--- src/verilog/clock_control_defines.vh ---
// What this block does
// - main oscillator stops in reset, STOP, main-stop
// - system clock runs in normal, HALT, subclock only
// - peripheral clocks need main oscillator, normal/HALT
// - second watchdog clock stops only in reset
// - output pin follows system clock, else low
// - pin floats after reset until selected
// - pin frequency follows system clock divide bits
// - external clock: resistor off, wait kept
// - PLL mode four times, through mode unchanged
// - eight-bit PLL control: run bit0, select bit1
// - PLL control resets to 01H
// - PLL may keep running during IDLE
// - pin is clock output only when selected
// - source switch within one subclock period, status
//
// Purpose: constants of the clock controller
// Assumes: included by bare name from the design files
// Notes:   definitions only
`ifndef CLOCK_CONTROL_DEFINES_VH
`define CLOCK_CONTROL_DEFINES_VH

// register byte offsets on the bus
`define OFS_PROC_CLK_CTRL     4'h0
`define OFS_PLL_CONTROL       4'h4
`define OFS_PORT_CM_MODE      4'h8

// processor clock control fields
`define PCC_DIV_LSB           0
`define PCC_DIV_MSB           2
`define PCC_SUB_SEL_BIT       3
`define PCC_STATUS_BIT        4
`define PCC_FB_OFF_BIT        5
`define PCC_MAIN_STOP_BIT     6
`define PCC_RESET             8'h03

// PLL control fields
`define PLL_RUN_BIT           0
`define PLL_SEL_BIT           1
`define PLL_RESET             8'h01

// port CM mode: bit 1 selects the clock output function
`define PORT_CM_CLK_BIT       1
`define PORT_CM_RESET         8'h00

// operating mode codes from the power controller
`define MODE_NORMAL           3'h0
`define MODE_STAB             3'h1
`define MODE_HALT             3'h2
`define MODE_IDLE             3'h3
`define MODE_STOP             3'h4

// oscillator half period in through mode, less one, in clk_in cycles
`define THROUGH_HALF_CYCLES   2'h3

`endif

--- src/verilog/clock_gating_and_pll_control.v ---
// Purpose: clock gating, clock output pin and PLL control
// Assumes: inputs synchronous to clk_in; classic Wishbone slave
// Notes:   derived clocks are square waves made from clk_in;
//          lock and deselect waits of the PLL are left to software
//
// The register addresses and the Wishbone register port are this design's own decisions.
`timescale 1ns/10ps
`default_nettype none
`include "clock_control_defines.vh"

module clock_gating_and_pll_control (
   // clock and reset
   input  wire       clk_in,
   input  wire       rst_in,
   // wishbone slave
   input  wire       wb_cyc_in,
   input  wire       wb_stb_in,
   input  wire       wb_we_in,
   input  wire [3:0] wb_adr_in,
   input  wire [3:0] wb_sel_in,
   input  wire [31:0] wb_dat_in,
   output reg  [31:0] wb_dat_out,
   output reg        wb_ack_out,
   // operating mode and subclock oscillator
   input  wire [2:0] op_mode_in,
   input  wire       subclock_in,
   // clock enables and gated clocks
   output reg        main_osc_run_out,
   output reg        cpu_clk_out,
   output reg        sys_clk_out,
   output reg        periph_clk_out,
   output reg        second_watchdog_run_out,
   // oscillator and PLL controls
   output reg        feedback_resistor_off_out,
   output reg        pll_run_out,
   output reg        pll_x4_out,
   // clock output pin
   output reg        clock_output_pin_out,
   output reg        clock_output_pin_oe_out
);

   // software registers
   reg  [7:0]  proc_clk_ctrl_reg;
   reg  [7:0]  pll_control_reg;
   reg  [7:0]  port_cm_mode_reg;
   reg         clock_source_status_reg;

   // clock generation state
   reg  [1:0]  prescale_reg;
   reg  [7:0]  div_count_reg;
   reg         sub_prev_reg;

   // decoded state
   wire        bus_req;
   wire        bus_wr;
   wire        main_stop_bit;
   wire        subclock_select;
   wire [2:0]  system_clock_divide;
   wire        pll_run;
   wire        pll_select;
   wire        pll_x4_now;
   wire        half_tick;
   wire        sub_rise;
   wire        main_osc_on;
   wire        in_normal;
   wire        in_stab;
   wire        in_halt;
   wire        in_idle;
   wire        in_stop;
   wire        cpu_en;
   wire        sys_en;
   wire        periph_en;
   wire        sys_phase;
   wire        main_phase;
   wire        cpu_gated;
   wire        sys_gated;
   wire        periph_gated;
   wire        pin_gated;
   reg  [7:0]  rd_byte;
   wire        chain_run;
   wire        periph_phase;
   wire        pin_select;
   wire        pin_en;

   // limitations a user must know:
   // - a mode code above STOP stops every derived clock; only the watchdog runs
   // - after an oscillator stop the divider steps on until the gate phases are
   //   low, so no derived clock is frozen in its high phase
   // - the source switch happens at a subclock rise; the old source may end
   //   with one short phase at that moment
   // - sel lanes above lane 0 and data above bit 7 are ignored

   // request decode: one ack per access, write at the acking edge
   // a strobe held past the ack starts a new access once the ack has dropped
   assign bus_req = wb_cyc_in & wb_stb_in & ~wb_ack_out;
   assign bus_wr  = bus_req & wb_we_in & wb_sel_in[0];

   // register fields
   assign system_clock_divide = proc_clk_ctrl_reg[`PCC_DIV_MSB:`PCC_DIV_LSB];
   assign subclock_select     = proc_clk_ctrl_reg[`PCC_SUB_SEL_BIT];
   assign main_stop_bit       = proc_clk_ctrl_reg[`PCC_MAIN_STOP_BIT];
   assign pll_run             = pll_control_reg[`PLL_RUN_BIT];
   assign pll_select          = pll_control_reg[`PLL_SEL_BIT];

   // mode decode
   // codes above STOP decode to none of these, so only the watchdog runs on them
   assign in_normal = (op_mode_in == `MODE_NORMAL);
   assign in_stab   = (op_mode_in == `MODE_STAB);
   assign in_halt   = (op_mode_in == `MODE_HALT);
   assign in_idle   = (op_mode_in == `MODE_IDLE);
   assign in_stop   = (op_mode_in == `MODE_STOP);

   // main oscillator stop
   // stab, HALT, IDLE keep it; STOP and the main stop bit end it
   assign main_osc_on = ~in_stop & ~main_stop_bit &
                        (in_normal | in_stab | in_halt | in_idle);

   // four times when selected
   // the multiplier only counts once the loop is running as well
   assign pll_x4_now = pll_select & pll_run & main_osc_on;

   // oscillator half period
   // through mode keeps the oscillator rate, a quarter of PLL rate
   assign half_tick = pll_x4_now | (prescale_reg == `THROUGH_HALF_CYCLES);

   // divider chain runs on after an oscillator stop until both gate phases
   // are low; freezing it in a high phase would leave the gated clocks high
   assign periph_phase = div_count_reg[0];
   assign chain_run    = main_osc_on | main_phase | periph_phase;

   // prescaler and divider chain for the main clock
   always @(posedge clk_in) begin
      if (rst_in) begin
         prescale_reg  <= 2'h0;
         div_count_reg <= 8'h00;
      end else if (chain_run) begin
         prescale_reg <= prescale_reg + 2'h1;
         if (half_tick) begin
            prescale_reg  <= 2'h0;
            div_count_reg <= div_count_reg + 8'h01;
         end
      end
   end

   // divide select
   // bit n of the chain is the oscillator clock divided by 2^n
   assign main_phase = div_count_reg[system_clock_divide];

   // subclock edge for the source switch
   always @(posedge clk_in) begin
      if (rst_in) begin
         sub_prev_reg <= 1'b0;
      end else begin
         sub_prev_reg <= subclock_in;
      end
   end
   assign sub_rise = subclock_in & ~sub_prev_reg;

   // source switch
   // the new source is taken on the next subclock rise, so within one period
   always @(posedge clk_in) begin
      if (rst_in) begin
         clock_source_status_reg <= 1'b0;
      end else if (sub_rise) begin
         clock_source_status_reg <= subclock_select;
      end
   end

   // system clock comes from the subclock once the switch has happened
   assign sys_phase = clock_source_status_reg ? subclock_in : main_phase;

   // system clock enable
   // runs in normal and HALT from a running source; off in IDLE, STOP, stab
   assign sys_en = (in_normal | in_halt) & (clock_source_status_reg | main_osc_on);

   // CPU clock stops in HALT as well
   assign cpu_en = in_normal & (clock_source_status_reg | main_osc_on);

   // peripheral clock enable
   // needs the main oscillator, so the main stop bit kills it too
   assign periph_en = (in_normal | in_halt) & main_osc_on;

   // gated derived clocks
   // cpu and system gates share the phase and differ only in their enable
   clock_gate_cell cpu_gate (
      .clk_in    (clk_in),
      .rst_in    (rst_in),
      .phase_in  (sys_phase),
      .enable_in (cpu_en),
      .gated_out (cpu_gated)
   );

   clock_gate_cell sys_gate (
      .clk_in    (clk_in),
      .rst_in    (rst_in),
      .phase_in  (sys_phase),
      .enable_in (sys_en),
      .gated_out (sys_gated)
   );

   // peripheral gate on the undivided oscillator clock
   clock_gate_cell periph_gate (
      .clk_in    (clk_in),
      .rst_in    (rst_in),
      .phase_in  (periph_phase),
      .enable_in (periph_en),
      .gated_out (periph_gated)
   );

   // pin select waits for a low phase
   // the select goes through the gate, so turning the pin on gives no runt
   assign pin_select = port_cm_mode_reg[`PORT_CM_CLK_BIT];
   assign pin_en     = sys_en & pin_select;

   // pin gate has its own cell so pin selection also waits for a low phase
   clock_gate_cell pin_gate (
      .clk_in    (clk_in),
      .rst_in    (rst_in),
      .phase_in  (sys_phase),
      .enable_in (pin_en),
      .gated_out (pin_gated)
   );

   // register writes; bit-level software access is a byte read-modify-write
   always @(posedge clk_in) begin
      if (rst_in) begin
         proc_clk_ctrl_reg <= `PCC_RESET;
         pll_control_reg   <= `PLL_RESET;
         port_cm_mode_reg  <= `PORT_CM_RESET;
      end else if (bus_wr) begin
         case (wb_adr_in)
            `OFS_PROC_CLK_CTRL: begin
               // status bit is read only and not stored here
               proc_clk_ctrl_reg <= wb_dat_in[7:0] & 8'h6F;
            end
            `OFS_PLL_CONTROL: begin
               pll_control_reg <= wb_dat_in[7:0] & 8'h03;
            end
            `OFS_PORT_CM_MODE: begin
               port_cm_mode_reg <= wb_dat_in[7:0] & 8'h02;
            end
            default: begin
               proc_clk_ctrl_reg <= proc_clk_ctrl_reg;
            end
         endcase
      end
   end

   // read mux; unmapped offsets read zero
   always @* begin
      rd_byte = 8'h00;
      case (wb_adr_in)
         `OFS_PROC_CLK_CTRL: begin
            rd_byte = proc_clk_ctrl_reg;
            // status is the live source flag, not a stored copy
            rd_byte[`PCC_STATUS_BIT] = clock_source_status_reg;
         end
         `OFS_PLL_CONTROL: begin
            rd_byte = pll_control_reg;
         end
         `OFS_PORT_CM_MODE: begin
            rd_byte = port_cm_mode_reg;
         end
         default: begin
            rd_byte = 8'h00;
         end
      endcase
   end

   // bus answer: ack one cycle after the request, dropped the cycle after
   always @(posedge clk_in) begin
      if (rst_in) begin
         wb_ack_out <= 1'b0;
         wb_dat_out <= 32'h00000000;
      end else begin
         // a read takes the register as it stands at the taking edge
         wb_ack_out <= bus_req;
         if (bus_req) begin
            wb_dat_out <= {24'h000000, rd_byte};
         end
      end
   end

   // level outputs toward oscillators, PLL and watchdog
   always @(posedge clk_in) begin
      if (rst_in) begin
         main_osc_run_out          <= 1'b0;
         second_watchdog_run_out   <= 1'b0;
         feedback_resistor_off_out <= 1'b0;
         pll_run_out               <= 1'b0;
         pll_x4_out                <= 1'b0;
      end else begin
         main_osc_run_out <= main_osc_on;
         // watchdog runs after reset
         // kept even in STOP and all subclock states
         second_watchdog_run_out <= 1'b1;
         // external clock drive
         // the bit only drops the resistor; the stab mode still comes first
         feedback_resistor_off_out <= proc_clk_ctrl_reg[`PCC_FB_OFF_BIT];
         // PLL runs in IDLE
         // only an oscillator stop forces it off, so STOP stops it without software
         pll_run_out <= pll_run & main_osc_on;
         pll_x4_out  <= pll_x4_now;
      end
   end

   // gated clocks out, one more flop so every output is registered
   // the extra flop keeps the gate lag equal on all three clock outputs
   always @(posedge clk_in) begin
      if (rst_in) begin
         cpu_clk_out    <= 1'b0;
         sys_clk_out    <= 1'b0;
         periph_clk_out <= 1'b0;
      end else begin
         cpu_clk_out    <= cpu_gated;
         sys_clk_out    <= sys_gated;
         periph_clk_out <= periph_gated;
      end
   end

   // clock output pin
   always @(posedge clk_in) begin
      if (rst_in) begin
         clock_output_pin_out    <= 1'b0;
         clock_output_pin_oe_out <= 1'b0;
      end else begin
         clock_output_pin_oe_out <= port_cm_mode_reg[`PORT_CM_CLK_BIT];
         // pin follows clock
         // a stopped system clock leaves the gate low, so the pin sits low
         clock_output_pin_out <= pin_gated & port_cm_mode_reg[`PORT_CM_CLK_BIT];
      end
   end

endmodule // clock_gating_and_pll_control
`default_nettype wire

--- src/verilog/clock_gate_cell.v ---
// Purpose: glitch-free gate for one derived clock
// Assumes: phase_in is a square wave made in the clk_in domain
// Notes:   the enable is only taken while the phase is low
`timescale 1ns/10ps
`default_nettype none
`include "clock_control_defines.vh"

module clock_gate_cell (
   // clock and reset
   input  wire clk_in,
   input  wire rst_in,
   // phase and enable
   input  wire phase_in,
   input  wire enable_in,
   // gated clock
   output reg  gated_out
);

   reg enable_reg;

   always @(posedge clk_in) begin
      if (rst_in) begin
         enable_reg <= 1'b0;
         gated_out  <= 1'b0;
      end else begin
         if (!phase_in) begin
            enable_reg <= enable_in;
         end
         // a high phase keeps the enable it started with, so no runt pulse
         gated_out <= phase_in & enable_reg;
      end
   end

endmodule // clock_gate_cell
`default_nettype wire

--- config.mk ---
export PLATFORM = sky130hd
export DESIGN_NAME = clock_gating_and_pll_control
export DESIGN_NICKNAME = d
export VERILOG_FILES = /design/src/verilog/clock_gating_and_pll_control.v /design/src/verilog/clock_gate_cell.v
export VERILOG_INCLUDE_DIRS = /design/src /design/src/verilog
export SDC_FILE = /design/constraint.sdc
export NUM_CORES = 1
export LEC_CHECK = 0
export CAP_MARGIN = 25
export CORE_UTILIZATION = 30
export CTS_CLUSTER_DIAMETER = 150
export DETAILED_ROUTE_END_ITERATION = 8
export DONT_BUFFER_PORTS = 1
export SKIP_CTS_REPAIR_TIMING = 1
export SYNTH_ARGS = -nofsm -noshare
export SYNTH_HDL_FRONTEND = slang
export SYNTH_SLANG_ARGS = --single-unit
--- constraint.sdc ---
create_clock -name clk_in -period 2.9 [get_ports clk_in]
set_clock_uncertainty 0.15 [all_clocks]
set_input_delay 0.58 -clock clk_in [delete_from_list [all_inputs] [get_ports clk_in]]
set_output_delay 0.58 -clock clk_in [all_outputs]
set_load 0.005 [all_outputs]
==> impl_metrics.py <==
metrics = {
    "placed_design": {
        "placed_area_um2": 1980,
        "dp_hpwl_um": 2720,
        "gp_congestion": 0.802,
        "io_buffers": 0,
        "pre_cts_ws_ps": 675,
    },
    "synth": {
        "ys_seq_area_share_pct": 46.4,
        "yosysUniqueCellTypes": 41,
        "postSynthCellCount": 212,
        "ys.flop_type": "dfxtp_1",
        "synth.avg_cell_area_um2": 9.57,
        "synth_area_um2": 2030,
        "yosys_warnings": 0,
        "synth-seq-cells": 47,
        "synth_enable_flop_cells": 0,
        "async_reset_ff_share_pct": 0,
    },
    "clock_tree": {
        "clock_latency_ps": 300,
        "cts_root_buf": "clkbuf_8",
        "cts-buffers-inserted": 5,
        "clkSinkCount": 47,
        "cts_tree": "built",
        "h-tree-depth": 2,
        "clk_path_buf_depth": 2,
        "clk_pin_slew_ps": 90,
    },
    "sta": {
        "max_freq_mhz": 474,
        "setup_tns_ps": 0,
        "slew_headroom_pct": 49.0,
        "finalHoldViolations": 0,
        "grt_setup_unrepaired": "no",
        "fin_ws_ps": 790,
        "finalSetupViolations": 0,
        "min_period_ps": 2110,
        "tightest_slew_ps": 765,
        "period_share_pct": 72.8,
        "maxSlewViolCount": 0,
    },
    "setup_path": {
        "worstPathRequired_ps": 2930,
        "slowest_stage": "nor4_4",
        "path_max_fanout": 14,
        "crit_path_end_kind": "register",
        "r2r-start": "wb_ack_out",
        "cp_num_buf_inv": 0,
        "critPathMaxStageDelay_ps": 700,
        "worstSetupPathType": "reg -> reg",
        "setup.worst_path.start_class": "register",
        "crit_family": "simple AND/OR/NAND/NOR gates",
        "worst_ep_arrival_time_ps": 2140,
        "worstReg2RegEnd": "proc_clk_ctrl_reg[1]",
        "crit_chain": "nand3b_1 -> nor4_4 -> mux2i_1 -> nand2_1",
        "rr_worst_depth": 4,
        "rrSetupSlack_ps": 790,
    },
    "cells_and_area": {
        "final.fill_count": 670,
        "antenna_cells": 0,
        "largest_reg_flops": 8,
        "syn2layout_area_growth_pct": 1.97,
        "finalCoreUtilization_pct": 32.2,
        "multiInputGateArea_um2": 922,
        "drive_above_1_share_pct": 7.11,
        "finish.instance_area_um2": 2070,
        "regArea_um2": 941,
        "nNetsFinal": 261,
    },
    "status": {
        "status": "finished, violations left",
        "violations": "design-rule violations",
    },
    "run": {
        "max_cap_viol_count": 0,
    },
    "drt": {
        "drt_first_iter_violations": 72,
        "drt_pass1_iterations": 6,
        "viasPerCell": 4.78,
        "drc": 6,
        "routed_wl_um": 3790,
        "drtAntennaViolNets": 0,
        "wire_per_inst_um": 13.2,
        "num_vias": 1376,
    },
    "min_path": {
        "hold_end": "feedback_resistor_off_out",
        "min_path_cells": 1,
        "hp-start": "rst_in",
        "worst_hold_path_type": "in -> reg",
    },
    "grt": {
        "grt_pass1_vias": 1288,
        "antenna_found_initial": 0,
        "track_usage_pct": 11.4,
        "grt_overflow": 0,
        "grt_max_degree": 37,
        "grt_first_pass_wirelength_um": 6410,
    },
    "floorplan": {
        "die_w_um": 84.3,
        "io_pins": 92,
        "core_um2": 6420,
        "die_area_um2": 7100,
        "die_y_um": 84.3,
        "num_rows": 29,
        "start_util_pct": 31.6,
    },
    "power": {
        "peakVddDrop_uv": 185,
        "p_leak_nw": 0.825,
        "powerDensity_nw_per_um2": 528,
    },
}
-- final cells by class --
class | count | area share [%]
Sequential cell | 47 | 45.5
Multi-Input combinational cell | 151 | 44.6
Tap cell | 77 | 4.66
Clock buffer | 5 | 3.33
Clock inverter | 3 | 1.09
Inverter | 5 | 0.907
-- kinds of logic after synthesis --
| group | Yosys count | share of synthesized area (%) |
|---|---|---|
| simple gates | 75 | 19.5 |
| compound gates | 30 | 10.9 |
| fa+ha+maj | 2 | 1.23 |
| flops | 47 | 46.4 |
| buf+inv | 38 | 12.6 |
| mux | 16 | 7.89 |
| xor+xnor | 3 | 1.29 |
| other cells | 1 | 0.185 |
-- stage by stage --
step / cells / power, mW / hold slack, ps
floorplan: 236 / 0.740 / 256
global placement: 280 / 0.711 / 273
CTS: 288 / 1.11 / 175
finish: 288 / 1.09 / 191
detailed placement: 280 / 0.713 / 275
global route: 288 / 1.16 / 166
-- synthesized netlist by cell type (3+ instances only) --
library cell	instances	area (um^2)
a21oi_1	8	40.0
a22oi_1	6	45.0
and2_1	6	37.5
and3_1	4	25.0
buf_4	26	195
clkbuf_1	4	15.0
dfxtp_1	47	941
inv_1	5	18.8
mux2i_1	16	160
nand2_1	11	41.3
nand3_1	4	20.0
nor2_1	25	93.8
nor2b_1	7	43.8
nor3_1	5	25.0
xor2_1	3	26.3
-- metal layers --
metal | routed length (um) | track usage [%]
met5 | 0 | 0
met4 | 56 | 4.23
met3 | 296 | 4.33
met2 | 1730 | 17.3
met1 | 1700 | 14.7
-- worst max-delay path by stage --
stage | from | to | slack (ps) | cells past startpoint
5_1_grt | proc_clk_ctrl_reg[0] | div_count_reg[1] | 620 | 5
3_3_place_gp | wb_stb_in | proc_clk_ctrl_reg[0] | 710 | 4
4_1_cts | proc_clk_ctrl_reg[0] | div_count_reg[0] | 800 | 5
3_5_place_dp | wb_stb_in | proc_clk_ctrl_reg[0] | 670 | 4
6_report | wb_ack_out | proc_clk_ctrl_reg[1] | 790 | 4
2_1_floorplan | wb_adr_in[1] | proc_clk_ctrl_reg[0] | 940 | 4
-- cell usage in the layout, fill, tap and decap left out, types with 3 or more instances in the layout --
| cell | netlist | final |
|---|---|---|
| a21oi_1 | 8 | 8 |
| a22oi_1 | 6 | 6 |
| and2_1 | 6 | 6 |
| and3_1 | 4 | 4 |
| clkbuf_8 | 0 | 5 |
| conb_1 | 1 | 25 |
| dfxtp_1 | 47 | 47 |
| inv_1 | 5 | 5 |
| mux2i_1 | 16 | 16 |
| nand2_1 | 11 | 11 |
| nand3_1 | 4 | 4 |
| nor2_1 | 25 | 25 |
| nor2b_1 | 7 | 7 |
| nor3_1 | 5 | 5 |
| xor2_1 | 3 | 3 |
-- report_power, final --
part           switching, mW  total, mW  internal (mW)
Clock                  0.221      0.394          0.173
Sequential           0.00467      0.658          0.653
Combinational         0.0274     0.0401         0.0126
Total                  0.254       1.09          0.839
Note: power is estimated with default switching activity, not from simulation.
